<file path="src/design/radio_cfg_pkg.sv">
// Package with register map, field layout and timing constants for the state machine config
package radio_cfg_pkg;

    // Register map
    localparam logic [7:0] ADDR_SM_CONFIG      = 8'h18;
    localparam int         AUTOCAL_LSB         = 4;
    localparam int         TIMEOUT_LSB         = 2;
    localparam logic [1:0] AUTOCAL_RESET       = 2'h0;
    localparam logic [1:0] TIMEOUT_RESET       = 2'h1;

    // Wake-up timing and calibration interval
    localparam int RIPPLE_BITS    = 6;
    localparam int EXPIRY_BITS    = 9;
    localparam int XOSC_FREQ_KHZ  = 26000;
    localparam int CLK_FREQ_KHZ   = 250000;
    localparam int XOSC_TICK_DIV  = CLK_FREQ_KHZ / XOSC_FREQ_KHZ;
    localparam int SYNC_STAGES    = 3;
    localparam int CAL_EVERY_NTH  = 4;

    // Auto-calibration modes
    typedef enum logic [1:0] {
        AUTOCAL_NEVER   = 2'h0,
        AUTOCAL_TO_TX   = 2'h1,
        AUTOCAL_TO_IDLE = 2'h2,
        AUTOCAL_NTH     = 2'h3
    } autocal_e;

    // Stored setting fields
    typedef struct packed {
        autocal_e   autocal;
        logic [1:0] timeout;
    } sm_config_s;

    // Expiry count for a timeout code: 1, 16, 64, 256
    function automatic logic [EXPIRY_BITS-1:0] expiry_target(input logic [1:0] code);
        logic [EXPIRY_BITS-1:0] result;
        result = 9'h001;
        unique case (code)
            2'h0: result = 9'h001;
            2'h1: result = 9'h010;
            2'h2: result = 9'h040;
            2'h3: result = 9'h100;
        endcase
        return result;
    endfunction : expiry_target

endpackage : radio_cfg_pkg

</file>
<file path="src/design/wakeup_timer.sv">
// Wake-up timer: crystal-rate ripple counter expiries before chip ready
`timescale 1ns/1ps
module wakeup_timer #(
    parameter int TICK_DIV = radio_cfg_pkg::XOSC_TICK_DIV
) (
    // Clock and reset
    input  wire logic       mclk_in,
    input  wire logic       rst_in,
    // Control
    input  wire logic       xosc_ok_in,
    input  wire logic [1:0] timeout_in,
    // Status
    output logic            chip_ready_low_out
);
    typedef enum logic [1:0] {WAIT_XOSC, COUNTING, READY} wake_state_e;

    wake_state_e                              state;
    wake_state_e                              next_state;
    logic [$clog2(TICK_DIV+1)-1:0]            div_cnt;
    logic [radio_cfg_pkg::RIPPLE_BITS-1:0]    ripple;
    logic [radio_cfg_pkg::EXPIRY_BITS-1:0]    expiries;
    logic [radio_cfg_pkg::EXPIRY_BITS-1:0]    target;
    wire                                      xosc_tick;
    wire                                      ripple_wrap;

    // Crystal-rate enable; divider keeps one clock domain
    assign xosc_tick   = (div_cnt == $bits(div_cnt)'(TICK_DIV - 1));
    assign ripple_wrap = xosc_tick && (ripple == '1);
    assign target      = radio_cfg_pkg::expiry_target(timeout_in);

    // Sequencer: restarts whenever the crystal drops out
    always_comb begin
        next_state = state;
        unique case (state)
            WAIT_XOSC: if (xosc_ok_in) next_state = COUNTING;
            COUNTING:  if (!xosc_ok_in) next_state = WAIT_XOSC;
                       else if (ripple_wrap && (expiries + 9'h001 == target)) next_state = READY;
            READY:     if (!xosc_ok_in) next_state = WAIT_XOSC;
        endcase
    end

    // Counters run only while counting
    always_ff @(posedge mclk_in) begin
        if (rst_in || state != COUNTING) begin
            div_cnt  <= '0;
            ripple   <= '0;
            expiries <= '0;
        end else begin
            div_cnt <= xosc_tick ? '0 : div_cnt + 1'b1;
            if (xosc_tick) ripple <= ripple + 1'b1;
            if (ripple_wrap) expiries <= expiries + 9'h001;
        end
    end

    // State and ready flag
    always_ff @(posedge mclk_in) begin
        if (rst_in) begin
            state              <= WAIT_XOSC;
            chip_ready_low_out <= 1'b1;
        end else begin
            state              <= next_state;
            chip_ready_low_out <= (next_state != READY);
        end
    end
endmodule : wakeup_timer

</file>
<file path="src/design/radio_sm_config.sv">
// Main state machine configuration: auto-calibration select and wake-up timeout
// Function
// Mode 00: calibrate only on manual strobe
// Mode 01: calibrate entering transmit or synth-on
// Mode 10: calibrate returning transmit to idle
// Mode 11: calibrate every fourth transmit-to-idle
// Ready low after programmed ripple counter expiries
// Timeout counted in crystal clock periods
// Timeout setting survives sleep power-down
// Software should program timeout code two
`timescale 1ns/1ps
module radio_sm_config #(
    parameter int TICK_DIV = radio_cfg_pkg::XOSC_TICK_DIV
) (
    // Clock and reset
    input  wire logic       mclk_in,
    input  wire logic       rst_in,
    // Register port
    input  wire logic [7:0] reg_addr_in,
    input  wire logic [7:0] reg_wdata_in,
    input  wire logic       reg_wr_in,
    input  wire logic       reg_rd_in,
    output logic [7:0]      reg_rdata_out,
    // Radio state machine events
    input  wire logic       synth_calibrate_strobe_in,
    input  wire logic       idle_to_tx_in,
    input  wire logic       idle_to_synth_on_in,
    input  wire logic       tx_to_idle_in,
    input  wire logic       sleep_in,
    // Synthesizer calibration
    output logic            cal_start_out,
    output logic            cal_busy_out,
    input  wire logic       cal_done_in,
    // Power-up
    input  wire logic       xosc_stable_in,
    output logic            chip_ready_low_out
);
    radio_cfg_pkg::sm_config_s              cfg;
    logic [radio_cfg_pkg::SYNC_STAGES-1:0]  xosc_sync;
    logic                                   xosc_ok;
    logic [1:0]                             tx_idle_cnt;
    wire                                    cfg_hit;
    wire                                    cfg_write;
    wire                                    fourth_return;
    wire                                    auto_cal;
    wire                                    cal_request;

    // Register decode
    assign cfg_hit   = (reg_addr_in == radio_cfg_pkg::ADDR_SM_CONFIG);
    assign cfg_write = reg_wr_in && cfg_hit;

    // Setting register; sleep does not touch it so wake-up needs no reprogramming
    always_ff @(posedge mclk_in) begin
        if (rst_in) begin
            cfg.autocal <= radio_cfg_pkg::autocal_e'(radio_cfg_pkg::AUTOCAL_RESET);
            cfg.timeout <= radio_cfg_pkg::TIMEOUT_RESET;
        end else if (cfg_write) begin
            cfg.autocal <= radio_cfg_pkg::autocal_e'(reg_wdata_in[radio_cfg_pkg::AUTOCAL_LSB +: 2]);
            cfg.timeout <= reg_wdata_in[radio_cfg_pkg::TIMEOUT_LSB +: 2];
        end
    end

    // Read data; unused and reserved bits read zero
    always_ff @(posedge mclk_in) begin
        if (rst_in) begin
            reg_rdata_out <= 8'h00;
        end else if (reg_rd_in) begin
            reg_rdata_out <= cfg_hit ? {2'h0, cfg.autocal, cfg.timeout, 2'h0} : 8'h00;
        end
    end

    // Transmit-to-idle counter, only advanced in every-fourth mode
    assign fourth_return = (tx_idle_cnt == 2'(radio_cfg_pkg::CAL_EVERY_NTH - 1));
    always_ff @(posedge mclk_in) begin
        if (rst_in || cfg.autocal != radio_cfg_pkg::AUTOCAL_NTH) begin
            tx_idle_cnt <= 2'h0;
        end else if (tx_to_idle_in) begin
            tx_idle_cnt <= tx_idle_cnt + 2'h1;
        end
    end

    // Automatic calibration selection per mode
    assign auto_cal =
        (cfg.autocal == radio_cfg_pkg::AUTOCAL_TO_TX   && (idle_to_tx_in || idle_to_synth_on_in)) ||
        (cfg.autocal == radio_cfg_pkg::AUTOCAL_TO_IDLE && tx_to_idle_in) ||
        (cfg.autocal == radio_cfg_pkg::AUTOCAL_NTH     && tx_to_idle_in && fourth_return);
    // Manual strobe always honoured; mode 00 adds nothing automatic
    assign cal_request = synth_calibrate_strobe_in || auto_cal;

    // Calibration handshake; requests during a running calibration are merged into it
    always_ff @(posedge mclk_in) begin
        if (rst_in || sleep_in) begin
            cal_start_out <= 1'b0;
            cal_busy_out  <= 1'b0;
        end else begin
            cal_start_out <= cal_request && !cal_busy_out;
            if (cal_request && !cal_busy_out) begin
                cal_busy_out <= 1'b1;
            end else if (cal_done_in) begin
                cal_busy_out <= 1'b0;
            end
        end
    end

    // Crystal-stable pin synchroniser; accepted when last two stages agree
    always_ff @(posedge mclk_in) begin
        if (rst_in) begin
            xosc_sync <= '0;
            xosc_ok   <= 1'b0;
        end else begin
            xosc_sync <= {xosc_sync[1:0], xosc_stable_in};
            if (xosc_sync[2] == xosc_sync[1]) xosc_ok <= xosc_sync[2];
        end
    end

    // Wake-up timer; crystal is off in sleep, so timing restarts on wake
    wakeup_timer #(
        .TICK_DIV (TICK_DIV)
    ) u_wakeup (
        .mclk_in            (mclk_in),
        .rst_in             (rst_in),
        .xosc_ok_in         (xosc_ok && !sleep_in),
        .timeout_in         (cfg.timeout),
        .chip_ready_low_out (chip_ready_low_out)
    );
endmodule : radio_sm_config

</file>
<file path="config.mk">
export PLATFORM = sky130hd
export DESIGN_NAME = radio_sm_config
export DESIGN_NICKNAME = d
export VERILOG_FILES = /design/src/design/radio_cfg_pkg.sv /design/src/design/wakeup_timer.sv /design/src/design/radio_sm_config.sv
export SDC_FILE = /design/constraint.sdc
export NUM_CORES = 1
export LEC_CHECK = 0
export BUFFER_PORTS_ARGS = -buffer_cell sky130_fd_sc_hd__buf_2
export CAP_MARGIN = 20
export CORE_MARGIN = 3
export CORE_UTILIZATION = 54
export CTS_CLUSTER_SIZE = 20
export DETAILED_ROUTE_END_ITERATION = 8
export HOLD_SLACK_MARGIN = 0.1
export PLACE_DENSITY_LB_ADDON = 0.15
export RECOVER_POWER = 25
export SLEW_MARGIN = 30
export SYNTH_ARGS = -nofsm -noshare
export SYNTH_HDL_FRONTEND = slang
export SYNTH_HIERARCHICAL = 1
export SYNTH_SLANG_ARGS = --single-unit
</file>
<file path="constraint.sdc">
create_clock -name mclk_in -period 2.5 [get_ports mclk_in]
set_input_delay 0.5 -clock mclk_in [delete_from_list [all_inputs] [get_ports mclk_in]]
set_output_delay 0.5 -clock mclk_in [all_outputs]
set_load 0.005 [all_outputs]
</file>
==> summary.md, run 1 <==
| Metric | Value |
|---|---|
| HPWL Detailed | 2490 um |
| Worst slew margin | 41.9% |
| GRT Total Usage | approximately 17% |
| WL/cell | 11.6 um |
| Vias | approximately 1500 |
| Postcts setup bufs | 0 |
| Die area | 0.00440 mm2 |
| Max rail drop VDD | 0.000373 V |
| Cts repair resizes | 0 |
| Clock-pin slew of the registers on the worst-case setup and hold paths | 0.13 ns |
| Synthesis warning total | 6 |
| Most frequent cells in the layout | dfxtp_1 (38), nor2_1 (28), buf_2 (28) |
| Syn_area_per_cell | 8.93 um2 |
| R2R Setup Slk | 0.60 ns |
| Worst setup SP type | flop |
| Sequential Area | 761 um2 |
| Final Net Count | 282 |
| Critical Path Sink | u_wakeup/state[0]$_SDFF_PP0_ |
| Area delta synth->final | 11.7% |
| Starting Density | between 50% and 60% |
| Largest net degree at the start of global routing | 24 |
| Synth Cell Area | between 0.0015 and 0.002 mm2 |
| Io pins | 38 |
| Setup CP Type | flop to flop |
| N_diodes | 0 |
| Clk_lat worst skew | approximately 0.36 ns |
| Synth area leader | dfxtp_1 |
| Via density per instance | 5.23 |
| Post-Syn Instances | 220 |
| Post-synth EDFFs | 0 |
| Layout cell share with drive strength beyond 1 | 17.7% |
| Synth cell types | 42 |
| Reg2reg start | u_wakeup/expiries[0]$_SDFFE_PP0P_ |
| Drc violations | 0 |
| Fillers | 310 |
| Iter 0 DRT Violations | 60 |
| Worst setup EP type | flop |
| H-tree depth | 2 |
| Req. time, crit path | about 2.8 ns |
| Number of max-cap violations | 0 |
| Die Width | 66.3 um |
| CTS tree | built |
| Fmax | ~0.53 GHz |
| Status | complete, no violations |
| Final Setup Violations | 0 |
| RSZ-0062 raised after global routing | false |
| Global-route wire length before repair | between 5000 and 6000 um |
| Gpl congestion | 0.732 |
| Pre-Repair DR Iteration Count | 4 |
| DRT antenna net count | 0 |
| Endpoints failing hold | 0 |
| Slowest cell delay on critical path | slightly above 0.4 ns |
| WP data arrival | about 2.2 ns |
| GRT overflow | 0 |
| PwrDens | 535 mW/mm2 |
| Register area share after synthesis | 38.7% |
| Longest Clk Path Bufs | 2 |
| Seq cells post-synth | 38 |
| R2r endpoint | u_wakeup/state[0]$_SDFF_PP0_ |
| Multi-input gate area | about 0.0011 mm2 |
| Chip height | 66.3 um |
| Power Total | ~1200 uW |
| Asr flop ratio synth | 0% |
| Slew Limit Fails | 0 |
| Sink Count | 38 |
| Input/output buffers | 29 |
| Cells on worst reg2reg path | 7 |
| CP Launch Point | u_wakeup/expiries[0]$_SDFFE_PP0P_ |
| Hold Path Class | input pin to flop |
| CTS root buffer | clkbuf_4 |
| Fin crit period | 1.90 ns |
| Main flop type after synthesis | dfxtp_1 |
| Total CTS buffers | 5 |
| Final WL | ~3400 um |
| Final core occ | between 60% and 70% |
| Crit share post-route | 76.0% |
| Crit-path cells | ha_1 -> and3_1 -> a21oi_1 -> a2111oi_1 -> nor3_1 -> a21o_1 -> a21oi_2 |
| Rows | 21 |
| Initial antenna violation count | 0 |
| Synth top area share | 38.7% |
| Critical Path Fanout Max | 5 |
| Leakage power | 0.000837 uW |
| Worst path slowest cell | dfxtp_1 |
| Final clock skew | 0.0209 ns |
| Worst slew pin tran | between 0.8 and 0.9 ns |
| Area contributors post-synth | dfxtp_1 (39%), nor2_1 (5.3%), xor2_1 (5.3%) |
| Commonest non-fill, non-tap cell in the layout | dfxtp_1 |
| Vias in the first global route | roughly 1400 |
| Hold_buf cts | 0 |
| Core area | 0.00342 mm2 |
| Fin Setup TNS | 0 ns |
-- through the flow --
stage	setup WS (ns)	cell area, um2	cells	hold slack [ns]
after CTS	0.594	2210	295	0.313
after global placement	0.567	2110	287	0.439
after global routing	0.369	2200	295	0.318
after detailed placement	0.564	2110	287	0.446
final	0.601	2200	295	0.332
after floorplan	0.744	1980	223	0.414
-- kinds of logic after synthesis --
| logic type | synth area share [%] |
|---|---|
| simple gates | 27.6 |
| flops | 38.7 |
| compound gates | 9.87 |
| xor+xnor | 9.80 |
| buf+inv | 5.86 |
| fa+ha+maj | 4.46 |
| mux | 3.56 |
| other cells | 0.191 |
-- report_power, final --
group,internal [uW],switching [uW]
Clock,313,209
Combinational,22.8,19.6
Sequential,609,1.69
-- final cells by class --
class                           count  area share (%)
Timing Repair Buffer               31            7.24
Tap cell                           46            2.62
Inverter                            7            1.20
Clock buffer                        5            1.71
Clock inverter                      3            3.13
Sequential cell                    38            34.6
Multi-Input combinational cell    165            49.5
-- synth_stat cells (2+ instances only) --
cell        n
buf_2       3
nand2b_1   13
nand4_1     9
buf_4       5
clkbuf_1    3
a2111oi_1   2
nand3_1     6
o21ai_0     5
nor3_1      2
dfxtp_1    38
a31oi_1     2
and3_1      8
ha_1        7
nand2_1     9
a21oi_1    13
nor2b_1     7
nor4b_4     2
nor2_1     28
xnor2_1    10
inv_1       7
xor2_1     12
and2_1      2
mux2i_1     7
or2_2       2
-- flip-flops by register name (all words and copies together) (netlist names), 2 cells and up --
name               cells
xosc_sync              3
reg_rdata_out          4
u_wakeup/div_cnt       4
cfg                    4
tx_idle_cnt            2
u_wakeup/expiries      9
u_wakeup/state         2
u_wakeup/ripple        6
-- worst max-delay path, delay by kind of cell (launching register included) --
kind	cells	cell delay [ns]
AOI/OAI and AO/OA	4	0.79
and+or+nand+nor	2	0.41
DFF	1	0.41
adders and majority gates	1	0.24
-- routing by layer --
layer  global-route usage, %  vias to the layer above  routed length, um
met5                       0                        -                  0
met3                    6.46                        6                238
li1                        -                      801                  -
met2                    27.9                       48               1450
met4                    6.09                        0                 48
met1                    21.4                      687               1680
-- how the worst min path moves through the flow --
stage,endpoint,cells past startpoint,start,slack (ns)
after floorplan,xosc_sync[1]$_SDFF_PP0_,1,xosc_sync[0]$_SDFF_PP0_,0.41
after global placement,xosc_sync[1]$_SDFF_PP0_,1,xosc_sync[0]$_SDFF_PP0_,0.44
after detailed placement,xosc_ok$_SDFFE_PP0N_,2,xosc_sync[2]$_SDFF_PP0_,0.45
after CTS,cal_start_out$_SDFF_PP0_,2,sleep_in,0.31
after global routing,cal_start_out$_SDFF_PP0_,2,sleep_in,0.32
final,cal_start_out$_SDFF_PP0_,2,sleep_in,0.33
No activity file was read; power rests on OpenSTA's default activity.
==> run 2: changes to the inputs <==
Settings changed: CORE_UTILIZATION 54 to 49.
Clock period 2.5 ns to 1.72 ns, I/O delays scaled along.
==> run 2 against run 1 <==
Critical path depth grew 1; via count grew 5.2%; sequential share of layout area shrank 3.1 points; the run now ends with setup timing left; die area grew 9.3%; clock skew shrank 0.018 ns; highest routed layer unchanged; critical endpoint is now u_wakeup/chip_ready_low_out$_SDFF_PP1_; worst hold slack lost 0.076 ns; non-clock buffer count grew 23; global-route usage shrank 1.8 points; fmax grew 6.2%.
==> summary.md, run 2 (same netlist as run 1, synthesis figures left out) <==
| Metric | Value |
|---|---|
| Vias | 1622 (+5.2%) |
| Clk_lat worst skew | 0.28 ns (-0.08 ns) |
| HPWL Detailed | 2780 um (+12%) |
| Register with the most flip-flops | u_wakeup/expiries |
| Via density per instance | 5.07 (-3.0%) |
| Hold Path Sink | cal_start_out$_SDFF_PP0_ |
| Sink Count | 38 (unchanged) |
| Area delta synth->final | 23.7% |
| Largest registers | u_wakeup/expiries x9, u_wakeup/ripple x6 |
| DRT antenna net count | 0 (unchanged) |
| Final Setup Violations | 2 (+2) |
| Worst setup EP type | flop |
| CTS root buffer | clkbuf_8 |
| Total CTS buffers | 5 (unchanged) |
| R2R Setup Slk | -0.07 ns (-0.67 ns) |
| Fmax | 0.559 GHz (+6.2%) |
| Top delay family on crit path | simple AND/OR/NAND/NOR gates |
| Worst path slowest cell | dfxtp_2 |
| Worst slew margin | 43.0% (+1.1 points) |
| Failing checks | setup timing |
| Inst Count DP | 310 (+8.0%) |
| WL/cell | 11.5 um (-0.61%) |
| Most frequent cells in the layout | dfxtp_1 (33), buf_2 (29), nor2_1 (28) |
| HP Start | sleep_in |
| Crit share post-route | 104% (+28 points) |
| Slowest cell delay on critical path | 0.32 ns (-0.09 ns) |
| Starting Density | 52.1% (-5.4 points) |
| Die Width | 69.3 um (+4.5%) |
| N_diodes | 0 (unchanged) |
| Reg2reg start | u_wakeup/div_cnt[1]$_SDFF_PP0_ |
| Gpl congestion | 0.866 (+18%) |
| PwrDens | 649 mW/mm2 (+21%) |
| Worst setup SP type | flop |
| Setup CP Type | flop to flop |
| Status | finished with violations |
| Number of max-cap violations | 0 (unchanged) |
| Rows | 22 (+4.8%) |
| RSZ-0062 raised after global routing | true |
| H-tree depth | 2 (unchanged) |
| Slew Limit Fails | 0 (unchanged) |
| Drc violations | 0 (unchanged) |
| Hold Path Class | input pin to flop |
| Iter 0 DRT Violations | 41 (-32%) |
| Req. time, crit path | 1.88 ns (-0.92 ns) |
| Max rail drop VDD | 0.000514 V (+38%) |
| Worst slack at placement | -0.0859 ns (-0.650 ns) |
| Fillers | 322 (+3.9%) |
| CTS tree | built |
| Critical Path Fanout Max | 3 (-2) |
| GRT overflow | 0 (unchanged) |
| Fin crit period | 1.79 ns (-0.111 ns) |
| Pre-Repair DR Iteration Count | 4 (unchanged) |
| Layout cell share with drive strength beyond 1 | 30.1% (+12 points) |
| Final clock skew | 0.00312 ns (-0.0178 ns) |
| Vias in the first global route | 1438 (+2.2%) |
| Die area | 0.00481 mm2 (+9.3%) |
| Input/output buffers | 29 (unchanged) |
| Chip height | 69.3 um (+4.5%) |
| Worst Hold Path Cells | 2 (unchanged) |
| Worst slew pin tran | 0.855 ns (-0.0164 ns) |
| R2r endpoint | u_wakeup/chip_ready_low_out$_SDFF_PP1_ |
| Longest Clk Path Bufs | 2 (unchanged) |
| Crit-path cells | inv_2 -> ha_4 -> and4b_1 -> and3_4 -> nand4_1 -> nor4_4 -> o2111a_1 -> a31oi_1 |
| WP data arrival | 1.95 ns (-0.25 ns) |
| Worst path bufs/invs | 1 (+1) |
| Largest net degree at the start of global routing | 23 (-4.2%) |
| Leakage power | 0.000954 uW (+14%) |
| Post-route setup slack | -0.0683 ns (-0.669 ns) |
| Endpoints failing hold | 0 (unchanged) |
| Cells on worst reg2reg path | 8 (+1) |
| Initial antenna violation count | 0 (unchanged) |
| Clock-pin slew of the registers on the worst-case setup and hold paths | 0.07 ns (-0.06 ns) |
| Max FFs per register | 9 (unchanged) |
| Final Net Count | 305 (+8.2%) |
| Commonest non-fill, non-tap cell in the layout | dfxtp_1 |
| Final cell count without fillers | 320 (+8.5%) |
| GRT Total Usage | 15.7% (-1.8 points) |
| Io pins | 38 (unchanged) |
| Global-route wire length before repair | 6190 um (+4.5%) |
| Core area | 0.00377 mm2 (+10%) |
| Final WL | 3690 um (+7.8%) |
| Hold Worst Slack | 0.257 ns (-0.0755 ns) |
## run 2: changes by cell type in the layout (fill, tap and decap cells not counted), sizes merged
| cell | before | now |
|---|---|---|
| clkbuf | 6 | 8 |
| bufinv | 2 | 0 |
| buf | 30 | 53 |
## run 2: what timing repair did
action                     in CTS  in global routing
setup endpoints to repair       3                  3
gates resized for setup         6                 11
buffers inserted                1                  1
pin swaps                       3                  7
hold buffers                    0                  0
## run 2: layout make-up
cell class | instances | area [um2] | area share (%)
clock inverters | 1 | 5.00 | 0.206
well taps | 48 | 60.1 | 2.47
clock buffers | 7 | 86.3 | 3.55
repair buffers | 54 | 329 | 13.5
inverters | 7 | 26.3 | 1.08
multi-input cells | 165 | 1160 | 47.6
flip-flops and latches | 38 | 767 | 31.5
## run 2: metrics by stage
step / total power, uW / TNS (ns) / utilization, % / instance area, um2
5_1_grt: 1640 / -0.408 / 64.5 / 2430
4_1_cts: 1600 / -0.0210 / 63.2 / 2380
2_1_floorplan: 943 / -0.00497 / - / 1980
3_5_place_dp: 978 / -0.127 / 60.2 / 2270
3_3_place_gp: 976 / -0.0351 / 60.2 / 2270
6_report: 1580 / -0.120 / 64.5 / 2430
## run 2: where the power goes
| group | internal, uW | leakage (uW) | total [uW] | switching (uW) |
|---|---|---|---|---|
| Combinational | 37.3 | 0.000596 | 68.8 | 31.5 |
| Sequential | 884 | 0.000309 | 887 | 2.59 |
| Clock | 323 | 0.0000482 | 622 | 299 |
## run 2: per-layer routing
metal | track usage (%) | vias up | share of wire (%) | routed length (um)
li1 | - | 847 | - | -
met4 | 6.51 | 0 | 1.2 | 45
met3 | 3.62 | 5 | 2.9 | 107
met2 | 25.3 | 17 | 48 | 1780
met5 | 0 | - | 0 | 0
met1 | 20.0 | 753 | 48 | 1750
## run 2: worst max-delay path by stage
stage,startpoint,end,slack (ns),depth (start not counted)
2_1_floorplan,u_wakeup/expiries[0]$_SDFFE_PP0P_,u_wakeup/state[0]$_SDFF_PP0_,-0.005,8
3_3_place_gp,u_wakeup/expiries[0]$_SDFFE_PP0P_,u_wakeup/chip_ready_low_out$_SDFF_PP1_,-0.04,7
3_5_place_dp,u_wakeup/expiries[0]$_SDFFE_PP0P_,u_wakeup/chip_ready_low_out$_SDFF_PP1_,-0.09,7
4_1_cts,u_wakeup/div_cnt[0]$_SDFF_PP0_,u_wakeup/chip_ready_low_out$_SDFF_PP1_,-0.02,8
5_1_grt,u_wakeup/div_cnt[1]$_SDFF_PP0_,u_wakeup/chip_ready_low_out$_SDFF_PP1_,-0.17,8
6_report,u_wakeup/div_cnt[1]$_SDFF_PP0_,u_wakeup/chip_ready_low_out$_SDFF_PP1_,-0.07,8
==> run 3: changes to the inputs <==
Settings changed: CORE_UTILIZATION 49 to 58, SYNTH_HIERARCHICAL 1 to default.
Clock period 1.72 ns to 2.2 ns, I/O delays scaled along.
==> run 3 against run 2 <==
The run now ends clean; global-route usage increased by 2.2 points; via count shrank 8.3%; non-clock buffer count is 25 lower; worst hold slack better by 0.027 ns; clock power fell by 39%; clock skew rose by 0.012 ns; register-to-register slack improved by 0.31 ns; setup slack gained 0.31 ns; sequential power fell by 22%; wire length down 9.1%; flip-flop and latch count did not move; total power shrank 29%; critical path type unchanged; critical endpoint is now u_wakeup.chip_ready_low_out$_SDFF_PP1_; largest power group unchanged.
==> summary.md, run 3 <==
| Metric | Value |
|---|---|
| Status | complete, no violations |
| Input/output buffers | 29 (unchanged) |
| Hold_buf cts | 0 (unchanged) |
| Initial antenna violation count | 0 (unchanged) |
| Pre-Repair DR Iteration Count | 4 (unchanged) |
| Number of max-cap violations | 0 (unchanged) |
| Final Setup Violations | 0 (-2) |
| Worst slew margin | 53.1% (+10 points) |
| Req. time, crit path | 2.43 ns (+0.55 ns) |
| Worst setup EP type | flop |
| Global-route wire length before repair | 5760 um (-6.9%) |
| Final WL | 3350 um (-9.1%) |
| HPWL Detailed | 2630 um (-5.3%) |
| Synth top area share | 39.3% (+0.63 points) |
| Post-route setup slack | 0.237 ns (+0.305 ns) |
| Area contributors post-synth | dfxtp_1 (39%), nor2_1 (6.6%), xor2_1 (5.9%) |
| Final Net Count | 271 (-11%) |
| Cell with the most instances after synthesis | dfxtp_1 |
| Most frequent cells in the layout | dfxtp_1 (38), nor2_1 (34), buf_2 (25) |
| PwrDens | 529 mW/mm2 (-18%) |
| Critical Path Fanout Max | 8 (+5) |
| Largest net degree at the start of global routing | 19 (-17%) |
| Rows | 20 (-9.1%) |
| Max rail drop VDD | 0.000330 V (-36%) |
| GRT Total Usage | 17.8% (+2.2 points) |
| Worst Hold Path Cells | 2 (unchanged) |
| Drc violations | 0 (unchanged) |
| Chip height | 63.8 um (-8.1%) |
| Longest Clk Path Bufs | 2 (unchanged) |
| Core area | 0.00313 mm2 (-17%) |
| Postcts setup bufs | 0 (-1) |
| Register with the most flip-flops | u_wakeup.expiries |
| Syn_area_per_cell | 9.17 um2 (+2.6%) |
| Fmax | 0.509 GHz (-8.9%) |
| Endpoints failing hold | 0 (unchanged) |
| Max FFs per register | 9 (unchanged) |
| Die area | 0.00406 mm2 (-15%) |
| Synthesis warning total | 0 (-6) |
| Sink Count | 38 (unchanged) |
| Iter 0 DRT Violations | 63 (+54%) |
| Fillers | 279 (-13%) |
| Multi-input gate area | 0.00106 mm2 (-8.4%) |
| Vias in the first global route | 1384 (-3.8%) |
| Fin Setup TNS | 0 ns (+0.120 ns) |
| Commonest cells post-synth | dfxtp_1 (38), nor2_1 (34), xor2_1 (13), nand2_1 (12), a21oi_1 (11) |
| Cells on worst reg2reg path | 6 (-2) |
| Fin crit period | 1.96 ns (+0.175 ns) |
| Hold Path Class | input pin to flop |
| Register area share after synthesis | 39.3% (+0.63 points) |
| Worst slew pin tran | 0.703 ns (-0.152 ns) |
| Cts repair resizes | 0 (-6) |
| WP data arrival | 2.19 ns (+0.24 ns) |
| Sequential Area | 761 um2 (-0.82%) |
| Slew Limit Fails | 0 (unchanged) |
| DRT antenna net count | 0 (unchanged) |
| Vias | 1487 (-8.3%) |
| RSZ-0062 raised after global routing | false |
| N_diodes | 0 (unchanged) |
| Post-Syn Instances | 211 (-4.1%) |
| Via density per instance | 5.27 (+4.0%) |
| Seq cells post-synth | 38 (unchanged) |
| Worst slack at placement | 0.243 ns (+0.329 ns) |
| Asr flop ratio synth | 0% (unchanged) |
| WL/cell | 11.9 um (+3.2%) |
| CTS root buffer | clkbuf_4 |
| H-tree depth | 2 (unchanged) |
| Setup CP Type | flop to flop |
| Largest registers | u_wakeup.expiries x9, u_wakeup.ripple x6 |
| CTS tree | built |
| Gpl congestion | 0.780 (-9.9%) |
| Area delta synth->final | 8.67% |
| Clock-pin slew of the registers on the worst-case setup and hold paths | 0.11 ns (+0.04 ns) |
| Final clock skew | 0.0154 ns (+0.0123 ns) |
| Main flop type after synthesis | dfxtp_1 |
| Layout cell share with drive strength beyond 1 | 18.5% (-12 points) |
| GRT overflow | 0 (unchanged) |
| Post-synth EDFFs | 0 (unchanged) |
| Io pins | 38 (unchanged) |
| Hold Worst Slack | 0.284 ns (+0.0269 ns) |
| Clk_lat worst skew | 0.35 ns (+0.07 ns) |
| Worst setup SP type | flop |
| Leakage power | 0.000805 uW (-16%) |
| Synth cell types | 52 (+24%) |
| Starting Density | 61.8% (+9.7 points) |
| Synth Cell Area | 0.00193 mm2 (-1.6%) |
| Crit share post-route | 89.2% (-15 points) |
| Synth area leader | dfxtp_1 |
| Commonest non-fill, non-tap cell in the layout | dfxtp_1 |
| Total CTS buffers | 5 (unchanged) |
| Die Width | 63.8 um (-8.1%) |
run 3: final timing paths:
path | to | slack, ns | startpoint
hold reg to reg | xosc_sync[1]$_SDFF_PP0_ | 0.45 | xosc_sync[0]$_SDFF_PP0_
setup / recovery | u_wakeup.chip_ready_low_out$_SDFF_PP1_ | 0.24 | u_wakeup.expiries[0]$_SDFFE_PP0P_
hold / removal | cal_busy_out$_SDFFE_PP0P_ | 0.28 | cal_done_in
setup reg to reg | u_wakeup.chip_ready_low_out$_SDFF_PP1_ | 0.24 | u_wakeup.expiries[0]$_SDFFE_PP0P_
run 3: routing by layer:
| layer | wire [um] | GRT usage [%] | vias up |
|---|---|---|---|
| met1 | 1390 | 20.2 | 688 |
| met3 | 128 | 4.57 | 9 |
| met2 | 1770 | 31.6 | 27 |
| li1 | - | - | 763 |
| met4 | 58 | 7.55 | 0 |
| met5 | 0 | 0 | - |
run 3: area by class of cell:
| type | count | share of cell area, % |
|---|---|---|
| Multi-Input combinational cell | 157 | 50.4 |
| Sequential cell | 38 | 36.2 |
| Timing Repair Buffer | 29 | 6.67 |
| Tap cell | 44 | 2.62 |
| Clock buffer | 6 | 2.44 |
| Inverter | 6 | 1.07 |
| Clock inverter | 2 | 0.595 |
run 3: per-stage QoR:
stage	total power [uW]	util [%]	cell area, um2	std cells
detailed placement	748	65.3	2040	274
finish	1110	67.2	2100	282
floorplan	728	-	1950	214
CTS	1120	67.4	2110	282
global route	1160	67.2	2100	282
global placement	746	65.3	2040	274
run 3: logic make-up after synthesis:
logic type | after synthesis | synth area share, %
fa+ha+maj | 7 | 4.53
buf+inv | 19 | 6.47
flops | 38 | 39.3
simple gates | 91 | 26.4
compound gates | 29 | 10.2
other cells | 1 | 0.194
xor+xnor | 20 | 9.77
mux | 6 | 3.10
run 3: where the power goes:
group	leakage, uW	internal [uW]	switching, uW
sequential	0.000307	692	2.12
clock	0.0000343	154	227
combinational	0.000464	20.3	17.5
run 3: worst max-delay path: stages, from the launching register on:
cell       delay (ns)
dfxtp_1          0.49
ha_1             0.27
and3_2           0.25
o211ai_1         0.09
and2_1           0.19
a2111oi_4        0.42
o211ai_1         0.14
